### config.mk
export PLATFORM = sky130hd
export DESIGN_NAME = cid_decoder
export DESIGN_NICKNAME = d
export VERILOG_FILES = /design/src/cid_pkg.sv /design/src/cid_ret_stack.sv /design/src/cid_decoder.sv
export VERILOG_INCLUDE_DIRS = /design/src
export SDC_FILE = /design/constraint.sdc
export NUM_CORES = 1
export LEC_CHECK = 0
export ABC_AREA = 0
export BUFFER_PORTS_ARGS = -buffer_cell sky130_fd_sc_hd__buf_2
export CORE_AREA = 2 2 161 163
export DETAILED_ROUTE_END_ITERATION = 8
export DIE_AREA = 0 0 163 165
export SLEW_MARGIN = 20
export SYNTH_ARGS = -nofsm -noshare
export SYNTH_HDL_FRONTEND = slang
export SYNTH_SLANG_ARGS = --single-unit
### constraint.sdc
create_clock -name SYS_CLK -period 4.12 [get_ports SYS_CLK]
set_input_delay 0 -clock SYS_CLK [delete_from_list [all_inputs] [get_ports SYS_CLK]]
set_output_delay 0 -clock SYS_CLK [all_outputs]
set_load 0.1 [all_outputs]
### src/cid_consts.svh
`ifndef CID_CONSTS_SVH
`define CID_CONSTS_SVH

// ****************************************
// program space and reset values
// ****************************************
`define CID_PC_W 12
`define CID_PC_RESET 12'h000
`define CID_ACC_RESET 8'h00
`define CID_BYTE_RESET 8'h00

// ****************************************
// data space addresses
// ****************************************
`define CID_PTR_X_ADDR 8'h80
`define CID_PTR_Y_ADDR 8'h81
`define CID_SHORT_BASE 6'h20

// ****************************************
// instruction lengths and cycle counts
// ****************************************
`define CID_LEN_1 2'h1
`define CID_LEN_2 2'h2
`define CID_LEN_3 2'h3
`define CID_CYC_2 3'h2
`define CID_CYC_4 3'h4
`define CID_CYC_5 3'h5

// ****************************************
// branch offsets and stack
// ****************************************
`define CID_REL_FWD_BIAS 12'h001
`define CID_BT_BIAS 12'h002
`define CID_STACK_DEPTH 3'h6
`define CID_STACK_PTR_RESET 3'h0

`endif

### src/cid_pkg.sv
package cid_pkg;

  // ****************************************
  // operation kinds and operand sources
  // ****************************************
  typedef enum logic [4:0] {
    K_IDLE, K_MOVE_LOAD, K_MOVE_STORE, K_MOVE_IMM_A, K_MOVE_IMM_MEM, K_ZERO_MEM,
    K_ZERO_A, K_SUM, K_CONJ, K_COMPARE, K_DIFF, K_PLUS_ONE, K_MINUS_ONE,
    K_INVERT, K_ROTATE, K_SHIFT, K_BRANCH_REL, K_BIT_TEST, K_BIT_FORCE,
    K_CALL, K_JUMP, K_SUB_EXIT, K_INT_EXIT, K_HALT, K_IDLE_INT
  } cid_kind_t;

  typedef enum logic [2:0] {
    S_NONE, S_SHORT, S_DIRECT, S_IND, S_IMM, S_ACC
  } cid_src_t;

  typedef struct packed {
    cid_kind_t kind;
    cid_src_t src;
    logic [1:0] len;
    logic [2:0] cyc;
  } cid_dec_t;

  // ****************************************
  // sequencer states
  // ****************************************
  typedef enum logic [2:0] {
    CID_ST_RUN = 3'b001,
    CID_ST_WAIT = 3'b010,
    CID_ST_HALT = 3'b100
  } cid_state_t;

endpackage

### src/cid_ret_stack.sv
`timescale 1ns/1ps
`default_nettype none
`include "cid_consts.svh"

module cid_ret_stack (
  // clock and reset
  input wire logic clk,
  input wire logic nrst,
  // stack control
  input wire logic push,
  input wire logic pop,
  input wire logic [11:0] push_data,
  output logic [11:0] top_data
);

  logic [11:0] mem [0:5];
  logic [2:0] sp_reg;
  logic full;
  logic [2:0] top_idx;

  assign full = (sp_reg == `CID_STACK_DEPTH);
  assign top_idx = sp_reg - 3'h1;

  // ****************************************
  // pointer: pushes beyond depth are dropped
  // ****************************************
  always_ff @(posedge clk or negedge nrst) begin
    if (!nrst) begin
      sp_reg <= `CID_STACK_PTR_RESET;
    end else if (push && !full) begin
      sp_reg <= sp_reg + 3'h1;
    end else if (pop && sp_reg != 3'h0) begin
      sp_reg <= sp_reg - 3'h1;
    end
  end

  always_ff @(posedge clk) begin
    if (push && !full) begin
      mem[sp_reg] <= push_data;
    end
  end

  // ****************************************
  // registered top of stack
  // ****************************************
  always_ff @(posedge clk or negedge nrst) begin
    if (!nrst) begin
      top_data <= 12'h000;
    end else if (sp_reg != 3'h0) begin
      top_data <= mem[top_idx];
    end else begin
      top_data <= 12'h000;
    end
  end

endmodule // cid_ret_stack

`default_nettype wire

### src/cid_decoder.sv
`timescale 1ns/1ps
`default_nettype none
`include "cid_consts.svh"

module cid_decoder (
  // clock and reset
  input wire logic SYS_CLK,
  input wire logic NRST,
  // program memory
  output logic [11:0] PROG_ADDR,
  input wire logic [7:0] PROG_DATA,
  // data space
  output logic [7:0] DATA_ADDR,
  output logic [7:0] DATA_WDATA,
  output logic DATA_WE,
  input wire logic [7:0] DATA_RDATA,
  // core control
  input wire logic WDOG_SEL,
  input wire logic WAKE,
  input wire logic RESTORE_ZERO,
  input wire logic RESTORE_CARRY,
  // status
  output logic [7:0] ACCUM,
  output logic ZERO_FLAG,
  output logic CARRY_FLAG,
  output logic [1:0] INSTR_LEN,
  output logic [2:0] INSTR_CYCLES,
  output logic WAIT_STATE,
  output logic HALT_STATE
);

  // ****************************************
  // decode functions
  // ****************************************
  function automatic cid_pkg::cid_dec_t mk(input cid_pkg::cid_kind_t k,
      input cid_pkg::cid_src_t s, input logic [1:0] l, input logic [2:0] c);
    cid_pkg::cid_dec_t d;
    d.kind = k;
    d.src = s;
    d.len = l;
    d.cyc = c;
    return d;
  endfunction

  function automatic cid_pkg::cid_kind_t alu_kind(input logic [2:0] code);
    case (code)
      3'h0: return cid_pkg::K_MOVE_LOAD;
      3'h1: return cid_pkg::K_COMPARE;
      3'h2: return cid_pkg::K_SUM;
      3'h3: return cid_pkg::K_PLUS_ONE;
      3'h4: return cid_pkg::K_MOVE_STORE;
      3'h5: return cid_pkg::K_CONJ;
      3'h6: return cid_pkg::K_DIFF;
      default: return cid_pkg::K_MINUS_ONE;
    endcase
  endfunction

  function automatic logic [2:0] bit_index(input logic [7:0] op);
    return {op[5], op[6], op[7]};
  endfunction

  // full opcode map: every byte value decodes to one kind
  function automatic cid_pkg::cid_dec_t decode(input logic [7:0] op);
    cid_pkg::cid_dec_t idle;
    idle = mk(cid_pkg::K_IDLE, cid_pkg::S_NONE, `CID_LEN_1, `CID_CYC_2);
    if (op[0] == 1'b0) begin
      return mk(cid_pkg::K_BRANCH_REL, cid_pkg::S_NONE, `CID_LEN_1, `CID_CYC_2);
    end
    case (op[3:0])
      4'h1: return mk(cid_pkg::K_CALL, cid_pkg::S_NONE, `CID_LEN_2, `CID_CYC_4);
      4'h9: return mk(cid_pkg::K_JUMP, cid_pkg::S_NONE, `CID_LEN_2, `CID_CYC_4);
      4'h3: return mk(cid_pkg::K_BIT_TEST, cid_pkg::S_DIRECT, `CID_LEN_3, `CID_CYC_5);
      4'hB: return mk(cid_pkg::K_BIT_FORCE, cid_pkg::S_DIRECT, `CID_LEN_2, `CID_CYC_4);
      4'h7: return mk(alu_kind(op[7:5]), cid_pkg::S_IND, `CID_LEN_1, `CID_CYC_4);
      4'h5: begin
        if (op[4]) begin
          return mk(op[5] ? cid_pkg::K_MOVE_LOAD : cid_pkg::K_PLUS_ONE, cid_pkg::S_SHORT,
              `CID_LEN_1, `CID_CYC_4);
        end
        case (op[7:5])
          3'h0: return mk(cid_pkg::K_INVERT, cid_pkg::S_ACC, `CID_LEN_1, `CID_CYC_4);
          3'h1: return mk(cid_pkg::K_ROTATE, cid_pkg::S_ACC, `CID_LEN_1, `CID_CYC_4);
          3'h2: return mk(cid_pkg::K_SHIFT, cid_pkg::S_ACC, `CID_LEN_2, `CID_CYC_4);
          3'h3: return mk(cid_pkg::K_ZERO_A, cid_pkg::S_ACC, `CID_LEN_2, `CID_CYC_4);
          3'h5: return mk(cid_pkg::K_SUB_EXIT, cid_pkg::S_NONE, `CID_LEN_1, `CID_CYC_2);
          3'h6: return mk(cid_pkg::K_IDLE_INT, cid_pkg::S_NONE, `CID_LEN_1, `CID_CYC_2);
          default: return idle;
        endcase
      end
      4'hD: begin
        if (op[4]) begin
          return mk(op[5] ? cid_pkg::K_MOVE_STORE : cid_pkg::K_MINUS_ONE, cid_pkg::S_SHORT,
              `CID_LEN_1, `CID_CYC_4);
        end
        case (op[7:5])
          3'h0: return mk(cid_pkg::K_MOVE_IMM_MEM, cid_pkg::S_DIRECT, `CID_LEN_3, `CID_CYC_4);
          3'h1: return mk(cid_pkg::K_ZERO_MEM, cid_pkg::S_DIRECT, `CID_LEN_3, `CID_CYC_4);
          3'h2: return mk(cid_pkg::K_INT_EXIT, cid_pkg::S_NONE, `CID_LEN_1, `CID_CYC_2);
          3'h3: return mk(cid_pkg::K_HALT, cid_pkg::S_NONE, `CID_LEN_1, `CID_CYC_2);
          3'h4: return mk(cid_pkg::K_PLUS_ONE, cid_pkg::S_ACC, `CID_LEN_2, `CID_CYC_4);
          3'h5: return mk(cid_pkg::K_MINUS_ONE, cid_pkg::S_ACC, `CID_LEN_2, `CID_CYC_4);
          default: return idle;
        endcase
      end
      4'hF: begin
        if (!op[4]) begin
          return mk(alu_kind(op[7:5]), cid_pkg::S_DIRECT, `CID_LEN_2, `CID_CYC_4);
        end
        case (op[7:5])
          3'h0: return mk(cid_pkg::K_MOVE_IMM_A, cid_pkg::S_IMM, `CID_LEN_2, `CID_CYC_4);
          3'h1, 3'h2, 3'h5, 3'h6: return mk(alu_kind(op[7:5]), cid_pkg::S_IMM,
              `CID_LEN_2, `CID_CYC_4);
          default: return idle;
        endcase
      end
      default: return idle;
    endcase
  endfunction

  // ****************************************
  // sequencer
  // ****************************************
  cid_pkg::cid_state_t state_reg;
  cid_pkg::cid_dec_t dec_reg;
  cid_pkg::cid_dec_t dec_now;
  logic [2:0] phase_reg;
  logic [7:0] op_reg, byte2_reg, byte3_reg, addr_reg, acc_reg;
  logic [11:0] pc_reg, inst_pc_reg, stack_top;
  logic zero_reg, carry_reg, last, exec, run;

  assign dec_now = decode(PROG_DATA);
  assign run = (state_reg == cid_pkg::CID_ST_RUN);
  assign last = (phase_reg != 3'h0) && (phase_reg == dec_reg.cyc - 3'h1);
  assign exec = run && last;

  always_ff @(posedge SYS_CLK or negedge NRST) begin
    if (!NRST) begin
      state_reg <= cid_pkg::CID_ST_RUN;
    end else begin
      case (state_reg)
        cid_pkg::CID_ST_RUN: begin
          if (exec && dec_reg.kind == cid_pkg::K_IDLE_INT) begin
            state_reg <= cid_pkg::CID_ST_WAIT;
          end else if (exec && dec_reg.kind == cid_pkg::K_HALT) begin
            state_reg <= WDOG_SEL ? cid_pkg::CID_ST_WAIT : cid_pkg::CID_ST_HALT;
          end
        end
        cid_pkg::CID_ST_WAIT, cid_pkg::CID_ST_HALT: begin
          if (WAKE) begin
            state_reg <= cid_pkg::CID_ST_RUN;
          end
        end
        default: state_reg <= cid_pkg::CID_ST_RUN;
      endcase
    end
  end

  always_ff @(posedge SYS_CLK or negedge NRST) begin
    if (!NRST) begin
      phase_reg <= 3'h0;
    end else if (!run || last) begin
      phase_reg <= 3'h0;
    end else begin
      phase_reg <= phase_reg + 3'h1;
    end
  end

  // opcode, operand bytes and reported length/cycles
  always_ff @(posedge SYS_CLK or negedge NRST) begin
    if (!NRST) begin
      op_reg <= `CID_BYTE_RESET;
      byte2_reg <= `CID_BYTE_RESET;
      byte3_reg <= `CID_BYTE_RESET;
      dec_reg <= mk(cid_pkg::K_IDLE, cid_pkg::S_NONE, `CID_LEN_1, `CID_CYC_2);
      inst_pc_reg <= `CID_PC_RESET;
    end else if (run && phase_reg == 3'h0) begin
      op_reg <= PROG_DATA;
      dec_reg <= dec_now;
      inst_pc_reg <= pc_reg;
    end else if (run && phase_reg == 3'h1 && dec_reg.len != `CID_LEN_1) begin
      byte2_reg <= PROG_DATA;
    end else if (run && phase_reg == 3'h2 && dec_reg.len == `CID_LEN_3) begin
      byte3_reg <= PROG_DATA;
    end
  end

  // ****************************************
  // branch targets
  // ****************************************
  logic [11:0] rel_target, bt_target, ext_target;
  logic rel_cond, tested_bit;

  always_comb begin
    rel_target = op_reg[3] ? inst_pc_reg - {8'h00, op_reg[7:4]}
        : inst_pc_reg + {8'h00, op_reg[7:4]} + `CID_REL_FWD_BIAS;
    bt_target = inst_pc_reg + `CID_BT_BIAS + {{4{byte3_reg[7]}}, byte3_reg};
    ext_target = {op_reg[7:4], byte2_reg};
    case (op_reg[2:1])
      2'h0: rel_cond = !zero_reg;
      2'h1: rel_cond = !carry_reg;
      2'h2: rel_cond = zero_reg;
      default: rel_cond = carry_reg;
    endcase
    tested_bit = DATA_RDATA[bit_index(op_reg)];
  end

  always_ff @(posedge SYS_CLK or negedge NRST) begin
    if (!NRST) begin
      pc_reg <= `CID_PC_RESET;
    end else if (exec) begin
      case (dec_reg.kind)
        cid_pkg::K_BRANCH_REL: if (rel_cond) pc_reg <= rel_target;
        cid_pkg::K_BIT_TEST: begin
          if (tested_bit == op_reg[4]) begin
            pc_reg <= bt_target;
          end
        end
        cid_pkg::K_CALL, cid_pkg::K_JUMP: pc_reg <= ext_target;
        cid_pkg::K_SUB_EXIT, cid_pkg::K_INT_EXIT: pc_reg <= stack_top;
        default: pc_reg <= pc_reg;
      endcase
    end else if (run && (phase_reg == 3'h0 || (phase_reg == 3'h1 && dec_reg.len != `CID_LEN_1)
        || (phase_reg == 3'h2 && dec_reg.len == `CID_LEN_3))) begin
      pc_reg <= pc_reg + 12'h001;
    end
  end

  cid_ret_stack u_stack (
    .clk(SYS_CLK),
    .nrst(NRST),
    .push(exec && dec_reg.kind == cid_pkg::K_CALL),
    .pop(exec && (dec_reg.kind == cid_pkg::K_SUB_EXIT || dec_reg.kind == cid_pkg::K_INT_EXIT)),
    .push_data(pc_reg),
    .top_data(stack_top)
  );

  // ****************************************
  // data space address
  // ****************************************
  always_ff @(posedge SYS_CLK or negedge NRST) begin
    if (!NRST) begin
      addr_reg <= `CID_BYTE_RESET;
    end else if (run && phase_reg == 3'h0 && dec_now.src == cid_pkg::S_SHORT) begin
      addr_reg <= {`CID_SHORT_BASE, PROG_DATA[7], PROG_DATA[6]};
    end else if (run && phase_reg == 3'h0 && dec_now.src == cid_pkg::S_IND) begin
      addr_reg <= PROG_DATA[4] ? `CID_PTR_Y_ADDR : `CID_PTR_X_ADDR;
    end else if (run && phase_reg == 3'h1 && dec_reg.src == cid_pkg::S_DIRECT) begin
      addr_reg <= PROG_DATA;
    end else if (run && phase_reg == 3'h2 && dec_reg.src == cid_pkg::S_IND) begin
      addr_reg <= DATA_RDATA;
    end
  end

  // ****************************************
  // execute
  // ****************************************
  logic [7:0] opnd, res;
  logic [8:0] sum9, diff9;
  logic acc_we, mem_we, z_we, c_we, c_val;

  always_comb begin
    opnd = (dec_reg.src == cid_pkg::S_IMM) ? byte2_reg
        : (dec_reg.src == cid_pkg::S_ACC) ? acc_reg : DATA_RDATA;
    sum9 = {1'b0, acc_reg} + {1'b0, opnd};
    diff9 = {1'b0, acc_reg} - {1'b0, opnd};
    res = opnd;
    acc_we = 1'b0;
    mem_we = 1'b0;
    z_we = 1'b0;
    c_we = 1'b0;
    c_val = carry_reg;
    case (dec_reg.kind)
      cid_pkg::K_MOVE_LOAD, cid_pkg::K_MOVE_IMM_A: begin
        acc_we = 1'b1;
        z_we = 1'b1;
      end
      cid_pkg::K_MOVE_STORE: begin
        res = acc_reg;
        mem_we = 1'b1;
        z_we = 1'b1;
      end
      cid_pkg::K_MOVE_IMM_MEM: begin
        res = byte3_reg;
        mem_we = 1'b1;
      end
      cid_pkg::K_ZERO_MEM: begin
        res = 8'h00;
        mem_we = 1'b1;
      end
      cid_pkg::K_ZERO_A: begin
        res = 8'h00;
        acc_we = 1'b1;
        z_we = 1'b1;
        c_we = 1'b1;
        c_val = 1'b0;
      end
      cid_pkg::K_SUM, cid_pkg::K_DIFF, cid_pkg::K_COMPARE, cid_pkg::K_CONJ: begin
        res = (dec_reg.kind == cid_pkg::K_SUM) ? sum9[7:0]
            : (dec_reg.kind == cid_pkg::K_CONJ) ? (acc_reg & opnd) : diff9[7:0];
        acc_we = (dec_reg.kind != cid_pkg::K_COMPARE);
        z_we = 1'b1;
        c_we = 1'b1;
        c_val = (dec_reg.kind == cid_pkg::K_SUM) ? sum9[8]
            : (dec_reg.kind == cid_pkg::K_CONJ) ? 1'b0 : diff9[8];
      end
      cid_pkg::K_PLUS_ONE, cid_pkg::K_MINUS_ONE: begin
        res = (dec_reg.kind == cid_pkg::K_PLUS_ONE) ? opnd + 8'h01 : opnd - 8'h01;
        acc_we = (dec_reg.src == cid_pkg::S_ACC);
        mem_we = (dec_reg.src != cid_pkg::S_ACC);
        z_we = 1'b1;
      end
      cid_pkg::K_INVERT, cid_pkg::K_ROTATE, cid_pkg::K_SHIFT: begin
        res = (dec_reg.kind == cid_pkg::K_INVERT) ? ~acc_reg
            : {acc_reg[6:0], (dec_reg.kind == cid_pkg::K_ROTATE) ? carry_reg : 1'b0};
        acc_we = 1'b1;
        z_we = 1'b1;
        c_we = 1'b1;
        c_val = acc_reg[7];
      end
      cid_pkg::K_BIT_TEST: begin
        c_we = 1'b1;
        c_val = tested_bit;
      end
      cid_pkg::K_BIT_FORCE: begin
        res = DATA_RDATA;
        res[bit_index(op_reg)] = op_reg[4];
        mem_we = 1'b1;
      end
      default: res = opnd;
    endcase
  end

  always_ff @(posedge SYS_CLK or negedge NRST) begin
    if (!NRST) begin
      acc_reg <= `CID_ACC_RESET;
    end else if (exec && acc_we) begin
      acc_reg <= res;
    end
  end

  always_ff @(posedge SYS_CLK or negedge NRST) begin
    if (!NRST) begin
      zero_reg <= 1'b0;
      carry_reg <= 1'b0;
    end else if (exec && dec_reg.kind == cid_pkg::K_INT_EXIT) begin
      zero_reg <= RESTORE_ZERO;
      carry_reg <= RESTORE_CARRY;
    end else if (exec) begin
      if (z_we) zero_reg <= (res == 8'h00);
      if (c_we) carry_reg <= c_val;
    end
  end

  always_ff @(posedge SYS_CLK or negedge NRST) begin
    if (!NRST) begin
      DATA_WE <= 1'b0;
      DATA_WDATA <= `CID_BYTE_RESET;
    end else begin
      DATA_WE <= exec && mem_we;
      if (exec && mem_we) DATA_WDATA <= res;
    end
  end

  assign PROG_ADDR = pc_reg;
  assign DATA_ADDR = addr_reg;
  assign ACCUM = acc_reg;
  assign ZERO_FLAG = zero_reg;
  assign CARRY_FLAG = carry_reg;
  assign INSTR_LEN = dec_reg.len;
  assign INSTR_CYCLES = dec_reg.cyc;
  assign WAIT_STATE = (state_reg == cid_pkg::CID_ST_WAIT);
  assign HALT_STATE = (state_reg == cid_pkg::CID_ST_HALT);
endmodule // cid_decoder

`default_nettype wire

==> results.sh <==
export IMPL_status="finished clean"
export IMPL_finalCritPeriodShare=0.8755
export IMPL_multi_input_area_sq_um=6312
export IMPL_synthFlopType="dfrtp_1"
export IMPL_final_common_cell="dfrtp_1"
export IMPL_antenna_found_initial=0
export IMPL_worst_pin_slew_ps=824.8
export IMPL_path_buf_inv=2
export IMPL_drive_above_1_share=0.1743
export IMPL_r2r_slack_ps=510
export IMPL_cts_buffers=17
export IMPL_cts_tree="built"
export IMPL_fin_crit_ps=3607
export IMPL_drv_slew=0
export IMPL_routabilityCongestion=0.9346
export IMPL_syn_area_sq_um=11730
export IMPL_synthXorXnorAreaFrac=0.03029
export IMPL_crit_path_cell_trace="mux2_1 -> mux2i_1 -> inv_1 -> ha_1 -> inv_1 -> fa_1 -> nor3b_1 -> a211oi_1 -> o31ai_1 -> a221o_1 -> a221o_1 -> o211ai_1 -> o41ai_2"
export IMPL_skew_ps=14.25
export IMPL_first_pass_iters=6
export IMPL_ys_types=96
export IMPL_layout_common_cells="105 x dfrtp_1, 98 x nor2_1, 92 x nand2_1"
export IMPL_placementRows=58
export IMPL_fillers=2273
export IMPL_syn2layout_area_growth_pct=12.14
export IMPL_synth_top_family_by_area="compound AO/OA/AOI/OAI gates"
export IMPL_synthAdderAreaFrac=0.07742
export IMPL_synth_seq_cells=180
export IMPL_p_leak_nw=5.300
export IMPL_grt_max_degree=60
export IMPL_regMostFlops="u_stack.mem"
export IMPL_grt_setup_unrepaired="no"
export IMPL_fin_nets=1329
export IMPL_peakVddDrop_v=0.0006489
export IMPL_arrival_ps=3960
export IMPL_drc=0
export IMPL_track_usage=0.2652
export IMPL_hold_slack_ps=52.12
export IMPL_setup_tns_ps=0
export IMPL_worstPathRequired_ps=4470
export IMPL_dr_total_vias=9715
export IMPL_die_width_um=163
export IMPL_grt_pass1_wl_um=54320
export IMPL_wl_per_cell_um=21.87
export IMPL_diodes=0
export IMPL_largest_reg_flops=72
export IMPL_synth_compound_area_frac=0.1930
export IMPL_relSlewSlack=0.4443
export IMPL_startpoint_type="register"
export IMPL_core_area_sq_um=25040
export IMPL_cpMaxStageDelayCell="dfrtp_1"
export IMPL_portBuffers=67
export IMPL_first_iter_violations=1124
export IMPL_synth_enable_flop_cells=72
export IMPL_hold_class="input pin to register"
export IMPL_synth_cells=1169
export IMPL_vias_per_cell=6.145
export IMPL_dp_hpwl_um=25150
export IMPL_clock_path_buffers=2
export IMPL_critPathTopFamily="compound AO/OA/AOI/OAI gates"
export IMPL_synthSimpleGateAreaFrac=0.1434
export IMPL_ant_nets=0
export IMPL_avgSynthCellArea_sq_um=10.04
export IMPL_async_flop_share=0.6000
export IMPL_synth_nets=1260
export IMPL_start_util=0.4686
export IMPL_regArea_sq_um=4868
export IMPL_critPathKind="register to register"
export IMPL_synth_area_mux_share=0.09257
export IMPL_crit_fanout=5
export IMPL_die_area_sq_um=26900
export IMPL_numClockSinks=180
export IMPL_ys_warn_count=0
export IMPL_htree_num_levels=4
export IMPL_die_h_um=165
export IMPL_drt_wl_total_um=34580
export IMPL_slowest_delay_ps=460
export IMPL_setup_viol=0
export IMPL_cts_resized_gates=0
export IMPL_max_freq_ghz=0.2772
export IMPL_grt_ovfl_total=0
export IMPL_first_global_vias=9120
export IMPL_cts_root_buffer="clkbuf_16"
export IMPL_ys_seq_area_frac=0.4150
export IMPL_powerDensity_nw_per_um2=923.0
export IMPL_finalHoldViolCount=0
export IMPL_worst_setup_path_end_kind="register"
export IMPL_io_pins=68
export IMPL_clk_latency_ps=450
export IMPL_path_clk_slew_ps=80
export IMPL_maxCapViolations=0
-- cells in the mapped netlist (all sizes together), types with 27 or more instances --
| cell type | number | area share |
|---|---|---|
| a211oi | 27 | 0.017 |
| ha | 63 | 0.067 |
| dfrtp | 105 | 0.22 |
| o21ai | 77 | 0.033 |
| clkbuf | 36 | 0.012 |
| nand2 | 93 | 0.030 |
| a21oi | 74 | 0.032 |
| mux2i | 41 | 0.035 |
| mux2 | 36 | 0.035 |
| edfxtp | 72 | 0.18 |
| buf | 31 | 0.018 |
| inv | 55 | 0.018 |
| nor2 | 100 | 0.033 |
-- per-layer routing --
layer  routed length (um)  share of wire  global-route usage
met1                15910           0.46              0.3893
met2                15250           0.44              0.3966
met3                 2369          0.069             0.04445
met4                 1055          0.031             0.09252
met5                    0              0                   0
-- tightest hold or removal path, delay by kind of cell --
family / cells / cell delay, ps
compound gates: 1 / 80
mux: 1 / 160
buf+inv: 1 / 210
-- kinds of logic after synthesis --
kind of cell	after synthesis
and+or+nand+nor	336
AOI/OAI and AO/OA	330
DFF	180
buffers and inverters	126
muxes	89
adders and majority gates	69
xor gates and xnor gates	39
-- final cells by class --
class                   count  share of cell area
multi-input cells         863              0.4798
flip-flops and latches    180              0.3700
repair buffers            117             0.05725
clock buffers              18             0.03262
well taps                 330             0.03138
inverters                  59             0.01683
clock inverters            14             0.01208
-- report_power, final --
| group | switching, W | leakage, nW | internal [W] |
|---|---|---|---|
| registers | 0.000824 | 1.93 | 0.00247 |
| logic | 0.00475 | 3.09 | 0.00245 |
| clock network | 0.000841 | 0.282 | 0.000814 |
| total | 0.00642 | 5.30 | 0.00573 |
-- path summary, 6_finish.rpt --
| path | startpoint | to | depth (start not counted) |
|---|---|---|---|
| max | dec_reg[5] | ZERO_FLAG | 13 |
| min | PROG_DATA[3] | DATA_ADDR[3] | 3 |
| max reg2reg | dec_reg[5] | ZERO_FLAG | 13 |
| min reg2reg | DATA_WDATA[5] | DATA_WDATA[5] | 2 |
| max in group asynchronous | NRST | PROG_ADDR[10] | 3 |
| min in group asynchronous | NRST | ACCUM[1] | 3 |
-- what timing repair did --
| action | in CTS | in global routing |
|---|---|---|
| endpoints found under the setup margin | 0 | 0 |
| buffers inserted | 0 | 0 |
| endpoints found under the hold margin | 122 | 0 |
| hold buffers | 16 | 0 |
-- per-stage QoR --
step | total power, W | cell area (sq um) | setup WS (ps) | cells | utilization
final | 0.01214 | 13160 | 512.7 | 1581 | 0.5255
after global routing | 0.01292 | 13160 | 197.9 | 1581 | 0.5255
after CTS | 0.01212 | 13160 | 577.7 | 1581 | 0.5255
after detailed placement | 0.01042 | 12410 | 615.2 | 1533 | 0.4956
after global placement | 0.01039 | 12410 | 702.8 | 1533 | 0.4956
after floorplan | 0.008647 | 11730 | 391.7 | 1169 | -
No activity file was read; power rests on OpenSTA's default activity.
